==> config.mk <==
export PLATFORM = sky130hd
export DESIGN_NAME = irq_indirect_regs
export DESIGN_NICKNAME = d
export VERILOG_FILES = /design/src/core/irq_indirect_pkg.sv /design/src/core/irq_indirect_regs.sv
export SDC_FILE = /design/constraint.sdc
export NUM_CORES = 2
export LEC_CHECK = 0
export BUFFER_PORTS_ARGS = -buffer_cell sky130_fd_sc_hd__clkbuf_2
export CORE_MARGIN = 8
export CORE_UTILIZATION = 45
export CTS_CLUSTER_DIAMETER = 150
export DETAILED_ROUTE_END_ITERATION = 8
export PLACE_DENSITY = 0.69
export SYNTH_ARGS = -nofsm -noshare
export SYNTH_HDL_FRONTEND = slang
export SYNTH_SLANG_ARGS = --single-unit
==> constraint.sdc <==
create_clock -name clk -period 4.4 [get_ports clk]
set_input_delay 0.66 -clock clk [delete_from_list [all_inputs] [get_ports clk]]
set_output_delay 0.66 -clock clk [all_outputs]
set_load 0.05 [all_outputs]
==> src/core/irq_indirect_pkg.sv <==
/*
  Constants and carrier types for the interrupt-enable, tone-decoder status
  and indirect access register slice.
  Assumes a core clock of 40 MHz and a byte-wide register port from the
  control interface front end.
*/
package irq_indirect_pkg;

  // ==========================================================================
  // Register offsets
  localparam logic [7:0] OFF_MASK_ALARM_LOOP = 8'h16;
  localparam logic [7:0] OFF_MASK_MISC       = 8'h17;
  localparam logic [7:0] OFF_TONE_STATUS     = 8'h18;
  localparam logic [7:0] OFF_DATA_LOW        = 8'h1c;
  localparam logic [7:0] OFF_DATA_HIGH       = 8'h1d;
  localparam logic [7:0] OFF_LOCATION        = 8'h1e;
  localparam logic [7:0] OFF_XFER_STATUS     = 8'h1f;

  // ==========================================================================
  // Field positions and widths
  localparam int ALARM_LOOP_BITS   = 8;
  localparam int MISC_BITS         = 3;
  localparam int MISC_CAL_ERR_BIT  = 2;
  localparam int MISC_IND_DONE_BIT = 1;
  localparam int MISC_TONE_BIT     = 0;
  localparam int TONE_VALID_BIT    = 4;
  localparam int BUSY_BIT          = 0;
  localparam int WORD_BITS         = 16;
  localparam int LOC_BITS          = 8;
  localparam int MEM_DEPTH         = 256;

  // ==========================================================================
  // Reset values
  localparam logic [7:0] RST_MASK_ALARM_LOOP = 8'h00;
  localparam logic [2:0] RST_MASK_MISC       = 3'h0;
  localparam logic [7:0] RST_DATA_LOW        = 8'h00;
  localparam logic [7:0] RST_DATA_HIGH       = 8'h00;
  localparam logic [7:0] RST_LOCATION        = 8'h00;
  localparam logic [7:0] READ_ZERO           = 8'h00;

  // ==========================================================================
  // Timing: indirect memory update tick
  localparam int CLK_FREQ_HZ    = 40_000_000;
  localparam int UPDATE_RATE_HZ = 16_000;
  localparam int UPDATE_CYCLES  = CLK_FREQ_HZ / UPDATE_RATE_HZ;
  localparam int TICK_BITS      = 12;
  localparam logic [11:0] TICK_LAST = 12'(UPDATE_CYCLES - 1);

  // ==========================================================================
  // Types
  typedef enum logic [2:0] {
    XFER_IDLE  = 3'b001,
    XFER_WRITE = 3'b010,
    XFER_READ  = 3'b100
  } xfer_state_t;

  typedef struct packed {
    logic       wr;
    logic       rd;
    logic [7:0] addr;
    logic [7:0] wdata;
  } reg_req_t;

  typedef struct packed {
    logic       present;
    logic [3:0] symbol;
  } tone_status_t;

endpackage

==> src/core/irq_indirect_regs.sv <==
/*
  Interrupt enables, tone-decoder status and indirect register access port.
  Holds the event pending bits, the 256 x 16 indirect store and the 16 kHz
  update tick that services indirect transfers.
  Assumes the control interface front end delivers single-cycle read/write
  strobes at byte offsets, synchronous to clk, and that the tone decoder and
  event sources present synchronous levels and one-cycle event pulses.
*/
// Behaviour
// - Alarm/loop mask: alarms one to six in D2..D7, loop D1, ring trip D0.
// - Misc mask: calibration error bit 2, indirect done bit 1, tone bit 0.
// - Decoder status bit 4 shows a digit present; bits 7:5 read zero.
// - Digit code field 3:0 passes the decoder's keypad code unchanged.
// - Data then address write stores the data word at the next update tick.
// - Address-only write loads the data word from memory at next tick.
// - Data word is 16 bits over two byte registers, low resets to zero.
// - Location register is 8 bits read/write; host writes it before use.
// - Transfer status bit 0 is 1 while a transfer waits; bits 7:1 zero.
// - Completion of an indirect transfer sets the indirect-done pending bit.
// - Pending bits are 1 while pending; a 1 on the matching clear input clears them unless an event sets them in the same cycle.
`timescale 1ns/10ps
module irq_indirect_regs (
  input  wire logic                            clk,
  input  wire logic                            rst_n,
  input  wire irq_indirect_pkg::reg_req_t      req,
  output logic [7:0]                           rdata,
  input  wire irq_indirect_pkg::tone_status_t  tone,
  input  wire logic [7:0]                      alarm_loop_event,
  input  wire logic [2:0]                      misc_event,
  input  wire logic [7:0]                      alarm_loop_clear,
  input  wire logic [2:0]                      misc_clear,
  output logic [7:0]                           alarm_loop_pending,
  output logic [2:0]                           misc_pending,
  output logic                                 irq
);

  // ==========================================================================
  // Decode
  function automatic logic hit(input logic [7:0] a, input logic [7:0] off);
    hit = (a == off);
  endfunction

  logic wr_mask_al;
  logic wr_mask_misc;
  logic wr_low;
  logic wr_high;
  logic wr_loc;

  assign wr_mask_al   = req.wr && hit(req.addr, irq_indirect_pkg::OFF_MASK_ALARM_LOOP);
  assign wr_mask_misc = req.wr && hit(req.addr, irq_indirect_pkg::OFF_MASK_MISC);
  assign wr_low       = req.wr && hit(req.addr, irq_indirect_pkg::OFF_DATA_LOW);
  assign wr_high      = req.wr && hit(req.addr, irq_indirect_pkg::OFF_DATA_HIGH);
  assign wr_loc       = req.wr && hit(req.addr, irq_indirect_pkg::OFF_LOCATION);

  // ==========================================================================
  // Enable registers
  logic [7:0] mask_alarm_loop_q;
  logic [2:0] mask_misc_q;
  logic       power_alarm_six_irq_en;
  logic       power_alarm_one_irq_en;
  logic       loop_closure_irq_en;
  logic       ring_trip_irq_en;
  logic       calibration_error_irq_en;
  logic       indirect_done_irq_en;
  logic       tone_detect_irq_en;

  always_ff @(posedge clk or negedge rst_n) begin
    if (!rst_n) begin
      mask_alarm_loop_q <= irq_indirect_pkg::RST_MASK_ALARM_LOOP;
    end else if (wr_mask_al) begin
      mask_alarm_loop_q <= req.wdata;
    end
  end

  always_ff @(posedge clk or negedge rst_n) begin
    if (!rst_n) begin
      mask_misc_q <= irq_indirect_pkg::RST_MASK_MISC;
    end else if (wr_mask_misc) begin
      mask_misc_q <= req.wdata[2:0];
    end
  end

  // Named views of the enable fields for the checks below; irq gates with the mask registers directly
  assign power_alarm_six_irq_en   = mask_alarm_loop_q[7];
  assign power_alarm_one_irq_en   = mask_alarm_loop_q[2];
  assign loop_closure_irq_en      = mask_alarm_loop_q[1];
  assign ring_trip_irq_en         = mask_alarm_loop_q[0];
  assign calibration_error_irq_en = mask_misc_q[irq_indirect_pkg::MISC_CAL_ERR_BIT];
  assign indirect_done_irq_en     = mask_misc_q[irq_indirect_pkg::MISC_IND_DONE_BIT];
  assign tone_detect_irq_en       = mask_misc_q[irq_indirect_pkg::MISC_TONE_BIT];

  // ==========================================================================
  // Update tick
  logic [11:0] tick_cnt_q;
  logic        tick;

  assign tick = (tick_cnt_q == irq_indirect_pkg::TICK_LAST);

  always_ff @(posedge clk or negedge rst_n) begin
    if (!rst_n) begin
      tick_cnt_q <= 12'h000;
    end else if (tick) begin
      tick_cnt_q <= 12'h000;
    end else begin
      tick_cnt_q <= tick_cnt_q + 12'h001;
    end
  end

  // ==========================================================================
  // Indirect transfer control
  logic [15:0]                   mem [irq_indirect_pkg::MEM_DEPTH];
  logic [7:0]                    data_low_q;
  logic [7:0]                    data_high_q;
  logic [7:0]                    indirect_location_reg;
  logic                          data_loaded_q;
  logic                          service;
  logic                          indirect_busy;
  logic [15:0]                   indirect_data_word;
  irq_indirect_pkg::xfer_state_t state_q;

  assign indirect_data_word = {data_high_q, data_low_q};
  assign indirect_busy      = (state_q != irq_indirect_pkg::XFER_IDLE);
  // A location written in the tick cycle itself waits for the following tick
  assign service            = indirect_busy && tick && !wr_loc;

  // Remembers whether data was written since the last location write
  always_ff @(posedge clk or negedge rst_n) begin
    if (!rst_n) begin
      data_loaded_q <= 1'b0;
    end else if (wr_loc) begin
      data_loaded_q <= 1'b0;
    end else if (wr_low || wr_high) begin
      data_loaded_q <= 1'b1;
    end
  end

  always_ff @(posedge clk or negedge rst_n) begin
    if (!rst_n) begin
      state_q <= irq_indirect_pkg::XFER_IDLE;
    end else begin
      case (state_q)
        irq_indirect_pkg::XFER_IDLE,
        irq_indirect_pkg::XFER_WRITE,
        irq_indirect_pkg::XFER_READ: begin
          if (wr_loc) begin
            state_q <= (data_loaded_q || wr_low || wr_high) ? irq_indirect_pkg::XFER_WRITE
                                                             : irq_indirect_pkg::XFER_READ;
          end else if (service) begin
            state_q <= irq_indirect_pkg::XFER_IDLE;
          end
        end
        default: begin
          state_q <= irq_indirect_pkg::XFER_IDLE;
        end
      endcase
    end
  end

  always_ff @(posedge clk or negedge rst_n) begin
    if (!rst_n) begin
      indirect_location_reg <= irq_indirect_pkg::RST_LOCATION;
    end else if (wr_loc) begin
      indirect_location_reg <= req.wdata;
    end
  end

  // Memory has no reset; its contents are owned by the host
  always_ff @(posedge clk) begin
    if (service && state_q == irq_indirect_pkg::XFER_WRITE) begin
      mem[indirect_location_reg] <= indirect_data_word;
    end
  end

  // A completing read overrides a host data write in the same cycle; the host
  // is expected to keep off the data bytes while busy is high
  always_ff @(posedge clk or negedge rst_n) begin
    if (!rst_n) begin
      data_low_q  <= irq_indirect_pkg::RST_DATA_LOW;
      data_high_q <= irq_indirect_pkg::RST_DATA_HIGH;
    end else if (service && state_q == irq_indirect_pkg::XFER_READ) begin
      {data_high_q, data_low_q} <= mem[indirect_location_reg];
    end else begin
      if (wr_low) begin
        data_low_q <= req.wdata;
      end
      if (wr_high) begin
        data_high_q <= req.wdata;
      end
    end
  end

  // ==========================================================================
  // Pending bits and interrupt request
  logic [7:0] misc_set;
  logic [2:0] misc_hw_set;

  assign misc_hw_set = misc_event | {1'b0, service, 1'b0};
  assign misc_set    = {5'h00, misc_hw_set};

  // Set wins over a clear arriving in the same cycle
  always_ff @(posedge clk or negedge rst_n) begin
    if (!rst_n) begin
      alarm_loop_pending <= 8'h00;
      misc_pending       <= 3'h0;
    end else begin
      alarm_loop_pending <= (alarm_loop_pending & ~alarm_loop_clear) | alarm_loop_event;
      misc_pending       <= (misc_pending & ~misc_clear) | misc_set[2:0];
    end
  end

  assign irq = |(alarm_loop_pending & mask_alarm_loop_q) | |(misc_pending & mask_misc_q);

  // ==========================================================================
  // Read path
  always_ff @(posedge clk or negedge rst_n) begin
    if (!rst_n) begin
      rdata <= irq_indirect_pkg::READ_ZERO;
    end else if (req.rd) begin
      case (req.addr)
        irq_indirect_pkg::OFF_MASK_ALARM_LOOP: rdata <= mask_alarm_loop_q;
        irq_indirect_pkg::OFF_MASK_MISC:       rdata <= {5'h00, mask_misc_q};
        irq_indirect_pkg::OFF_TONE_STATUS:     rdata <= {3'h0, tone.present, tone.symbol};
        irq_indirect_pkg::OFF_DATA_LOW:        rdata <= data_low_q;
        irq_indirect_pkg::OFF_DATA_HIGH:       rdata <= data_high_q;
        irq_indirect_pkg::OFF_LOCATION:        rdata <= indirect_location_reg;
        irq_indirect_pkg::OFF_XFER_STATUS:     rdata <= {7'h00, indirect_busy};
        default:                               rdata <= irq_indirect_pkg::READ_ZERO;
      endcase
    end
  end
endmodule

[Word-level counts from Yosys, hierarchy flattened]
Memory sizes are Yosys's and may differ from the RTL's.
Cells that the tools add are included.
Word-level totals
  register bits: 70
  RAM bits: 4096
  input bits: 47
  output and inout port bits: 20
  word-level logic and storage cells: 69
  memories kept: 1
Operators by class
  add/subtract/negate cells: 1
  eq/ne operators: 13
  multiplexer cells: 14
  bitwise logic cells: 10
  reductions and logical operators: 19
Memory list
  mem: words 256, width 16, read ports 1, clocked after Yosys merged registers in 0, write ports 1, line irq_indirect_regs.sv:111  | logic [15:0] mem [irq_indirect_pkg::MEM_DEPTH];
Operators by type and width (count)
  8-bit by 5-bit equality test with 1-bit output, second input constant: 7
  8-bit one-hot mux with 7 select lines: 1
  8-bit two-way mux: 4
  8-bit bitwise AND: 2
  12-bit by 1-bit adder with 12-bit output, second input constant: 1
  12-bit equality test, second input constant: 1
  12-bit two-way mux: 1
  3-bit two-way mux: 4
  1-bit logical AND: 9
  8-bit inverter: 1
  8-bit bitwise OR: 1
  8-bit OR reduction: 1
  3-bit bitwise AND: 2
  2-bit nonzero test: 3
  3-bit OR reduction: 2
  1-bit two-way mux: 4
  3-bit by 1-bit equality test with 1-bit output, second input constant: 1
  3-bit by 2-bit equality test with 1-bit output, second input constant: 1
  3-bit equality test, second input constant: 1
  1-bit logical OR: 3
  3-bit by 1-bit != test with 1-bit output, second input constant: 1
  3-bit != test, second input constant: 1
  3-bit inverter: 1
  3-bit by 2-bit bitwise OR with 3-bit output: 1
  other kinds (3): 3

[Logic depth before layout (Yosys ltp)]
  depth after elaboration: 7
  gate-level depth with buffers: 14

[Worst setup path before layout]
Ideal clock, no wire load.
  path type: reg2reg
  from: reg data_high_q[1]
  to: reg rdata[1]
  library setup time: 84 ps
  arrival time: 4005 ps
  path slack: 311 ps
  cell stages (with the launch flop): 6
  path buffers: 0
  period minus slack after synthesis: 4089 ps
  path through: dfrtp_1 -> mux2i_1 -> o21ai_0 -> a222oi_1 -> a21boi_0 -> o22ai_1
Between the ends
  word-level cells in the longest chain between the ends: 1
RTL lines
  start, declared: line irq_indirect_regs.sv:113  | logic [7:0] data_high_q;
  start signal, assigned: line irq_indirect_regs.sv:179  | data_high_q <= irq_indirect_pkg::RST_DATA_HIGH;
  start signal, assigned: line irq_indirect_regs.sv:181  | {data_high_q, data_low_q} <= mem[indirect_location_reg];
  start signal, assigned: line irq_indirect_regs.sv:187  | data_high_q <= req.wdata;
  8-bit one-hot mux with 7 select lines: line irq_indirect_regs.sv:219  | case (req.addr)
  end signal, assigned: line irq_indirect_regs.sv:220  | irq_indirect_pkg::OFF_MASK_ALARM_LOOP: rdata <= mask_alarm_loop_q;
  end signal, assigned: line irq_indirect_regs.sv:221  | irq_indirect_pkg::OFF_MASK_MISC: rdata <= {5'h00, mask_misc_q};
  end signal, assigned: line irq_indirect_regs.sv:222  | irq_indirect_pkg::OFF_TONE_STATUS: rdata <= {3'h0, tone.present, tone.symbol};
  end, declared: line irq_indirect_regs.sv:26  | output logic [7:0] rdata,
Every way passes these cells.
A chain may end at the register's enable or synchronous reset.

[Worst setup path in the final report]
  from: reg indirect_location_reg[0]
  to: reg data_high_q[1]
Between the ends
  word-level cells in the longest chain between the ends: 2
RTL lines
  start, declared: line irq_indirect_regs.sv:114  | logic [7:0] indirect_location_reg;
  start signal, assigned: line irq_indirect_regs.sv:161  | indirect_location_reg <= irq_indirect_pkg::RST_LOCATION;
  start signal, assigned: line irq_indirect_regs.sv:163  | indirect_location_reg <= req.wdata;
  memory 256 x 16 bit
  8-bit two-way mux: line irq_indirect_regs.sv:180  | end else if (service && state_q == irq_indirect_pkg::XFER_READ) begin
Every way passes these cells.

==> results.yml <==
run_status:
  run_status: "finished with violations"
  violations: "max-capacitance violations, negative setup slack"
synth:
  yosys_register_bits: 4166
  yosysWarningCount: 0
  syn_area_mm2: 0.1606
  ys_seq_area_frac: 0.7768
  synth_fp_nets: 7800
  synth_edf_count: 4096
  ys_types: 70
  synth_cells: 7752
  yosysMostFrequentCell: "edfxtp_1"
  synth.area.top_cells: "edfxtp_1 (77%), mux4_2 (11%), mux2i_1 (3.0%), a22oi_1 (1.3%), dfrtp_1 (1.1%)"
  async_flop_share: 0.01680
  syn_area_per_cell_um2: 20.72
  yosys.area.top_type: "edfxtp_1"
  synth_common_cells: "edfxtp_1 (4096), mux4_2 (792), mux2i_1 (486)"
  synth-main-ff-cell: "edfxtp_1"
  synth_top_cell_area_share: 0.7659
layout:
  final_util: 0.5174
  regMostFlops: "mem"
  drive_gt1_frac: 0.2492
  largest_register_ffs: 4096
  finalNetCount: 8473
  top_regs: "mem: 4096 flops, tick_cnt_q: 12 flops"
  stdcell_count: 13530
  areaGrowthSynthToFinish_pct: 14.59
  nFillCells: 27370
detailed_routing:
  drtIter0Drc: 12160
  drtPass1Iterations: 8
  drt_wl_total_mm: 432.9
  ant_nets: 0
  avgViaCountPerCell: 6.173
  vias: 83540
  route.detailed.drc: 0
  post_drt_wl_per_cell_um: 31.99
clock_network:
  postCtsSetupBuffers: 0
  clk_path_buf_depth: 4
  ctsRootBufferMaster: "clkbuf_16"
  htree_levels: 5
  clk_latency_ps: 980
  clk_pin_slew_ps: 60
  numCtsBuffers: 407
  cts_tree: "yes"
  clock_sinks: 4166
worst_setup_path:
  crit_family: "compound AO/OA/AOI/OAI gates"
  start_kind: "flop"
  path_buf_inv: 2
  path_max_fanout: 28
  arrival_ps: 5380
  setup.worst_path.class: "flop to flop"
  crit_path_end_kind: "flop"
  crit_path_max_incr_delay_ps: 1250
  required_ps: 5240
  critPathSlowestCell: "nor4_1"
  crit_chain: "buf_4, buf_12, mux4_2, a22oi_1, a21oi_1, nor4_1, o22a_1, o311ai_1, a21boi_1"
timing:
  finalCritPeriodShare: 1.033
  tns_ps: -144.7
  timing.slew.headroom: 0.01988
  finalClockSkew_ps: 85.33
  fmax_mhz: 220.0
  rsz0062_at_grt: "no"
  fin_crit_ps: 4545
  slew_viol_final: 0
  worst_pin_slew_ps: 1457
  setup_viol: 1
  worst_slack_ps: -144.7
  hold_violations: 0
floorplan:
  fp.dieW_um: 613.4
  die-area_mm2: 0.3763
  rows: 219
  die_h_um: 613.4
  start_util: 0.4516
  io-pin-count: 67
  core_mm2: 0.3557
placed_design:
  dpl.hpwl_mm: 268.3
  dp_cells: 12750
  io_buffers: 66
  place_congestion: 0.9431
grt:
  grt_usage: 0.2248
  antenna_found_initial: 26
  grt_pass1_vias: 82740
  grt.overflow.total: 0
  grt_pass1_wl_mm: 612.9
  grt_max_degree: 193
hold_path:
  min_path_type: "input pin to flop"
flow_run:
  max_cap_viol_count: 1
power_and_ir_drop:
  p_leak_nw: 59.22
  pwr_density_cell_mw_per_mm2: 449.8
  vdd_drop_max_mv: 0.3541
per-stage QoR:
stage	power, W	setup WS [ps]	area [um^2]	hold WS (ps)
final	0.08278	-144.7	184000	82.24
after global routing	0.08469	13.09	184000	71.24
after CTS	0.08310	7.906	184000	60.21
after detailed placement	0.04883	-16.04	170500	494.7
after global placement	0.04875	-51.55	170500	492.5
after floorplan	0.04705	310.7	160600	364.4
logic make-up after synthesis:
family                     count (synthesis)  share of synthesized area
DFF                                     4166                     0.7768
muxes                                   1317                     0.1441
and+or+nand+nor                          995                    0.02971
AOI/OAI and AO/OA                        764                    0.03279
buffers and inverters                    500                    0.01608
xor gates and xnor gates                   9                  0.0004908
adders and majority gates                  1                 0.00007789
path summary, 6_finish.rpt:
| kind | from | end | slack (ps) | depth (start not counted) |
|---|---|---|---|---|
| worst max register to register | indirect_location_reg[0] | data_high_q[1] | -140 | 9 |
| worst min-delay path | misc_event[1] | misc_pending[1] | 80 | 3 |
| worst max-delay path | indirect_location_reg[0] | data_high_q[1] | -140 | 9 |
| min in group asynchronous | rst_n | rdata[7] | 320 | 2 |
| max in group asynchronous | rst_n | data_low_q[3] | 3120 | 3 |
| worst min register to register | tick_cnt_q[10] | tick_cnt_q[10] | 520 | 1 |
cell usage in the layout (no fill, tap or decap), types with 39 or more instances in the layout:
master / count
dfrtp_1: 49
buf_12: 82
mux2_2: 39
a21oi_1: 146
bufinv_16: 46
buf_4: 571
clkinv_1: 96
mux2i_1: 486
mux4_2: 792
nor2_1: 300
clkbuf_2: 65
o21ai_0: 48
nand2_1: 200
nor3_1: 47
o22ai_1: 81
a22oi_1: 275
nand4_1: 72
edfxtp_1: 4096
nand3_1: 205
a31oi_1: 39
clkbuf_1: 77
clkinv_2: 72
clkbuf_16: 414
worst reg2reg max path, delay by kind of cell (launching register included):
kind,cells,cell delay [ps]
buffers and inverters,2,560
AOI/OAI and AO/OA,5,1280
muxes,1,580
DFF,1,780
and+or+nand+nor,1,1250
layout make-up:
class                   instances  area [um^2]  area share
multi-input cells            3086        33410      0.1815
flip-flops and latches       4166       124800      0.6782
repair buffers                739         6464     0.03512
well taps                    4751         5944     0.03230
inverters                      25        95.09   0.0005167
clock buffers                 493        10680     0.05801
diodes                         18        45.04   0.0002448
clock inverters               255         2581     0.01403
power by group:
group,leakage (nW),internal (W),switching (W)
logic,13.1,0.00154,0.00273
clock network,6.47,0.0200,0.0148
registers,39.6,0.0435,0.000215
total,59.2,0.0651,0.0177
layer usage:
layer	GRT usage	part of all wire
met1	0.3011	0.37
met2	0.3540	0.47
met3	0.05413	0.11
met4	0.09706	0.051
met5	0	0.00012
what timing repair did:
action / CTS / global route
endpoints found under the hold margin: 57 / 0
hold buffers: 21 / 0
resized for setup: 0 / 1
endpoints found under the setup margin: 0 / 1
(Power assumes the default switching activity.)
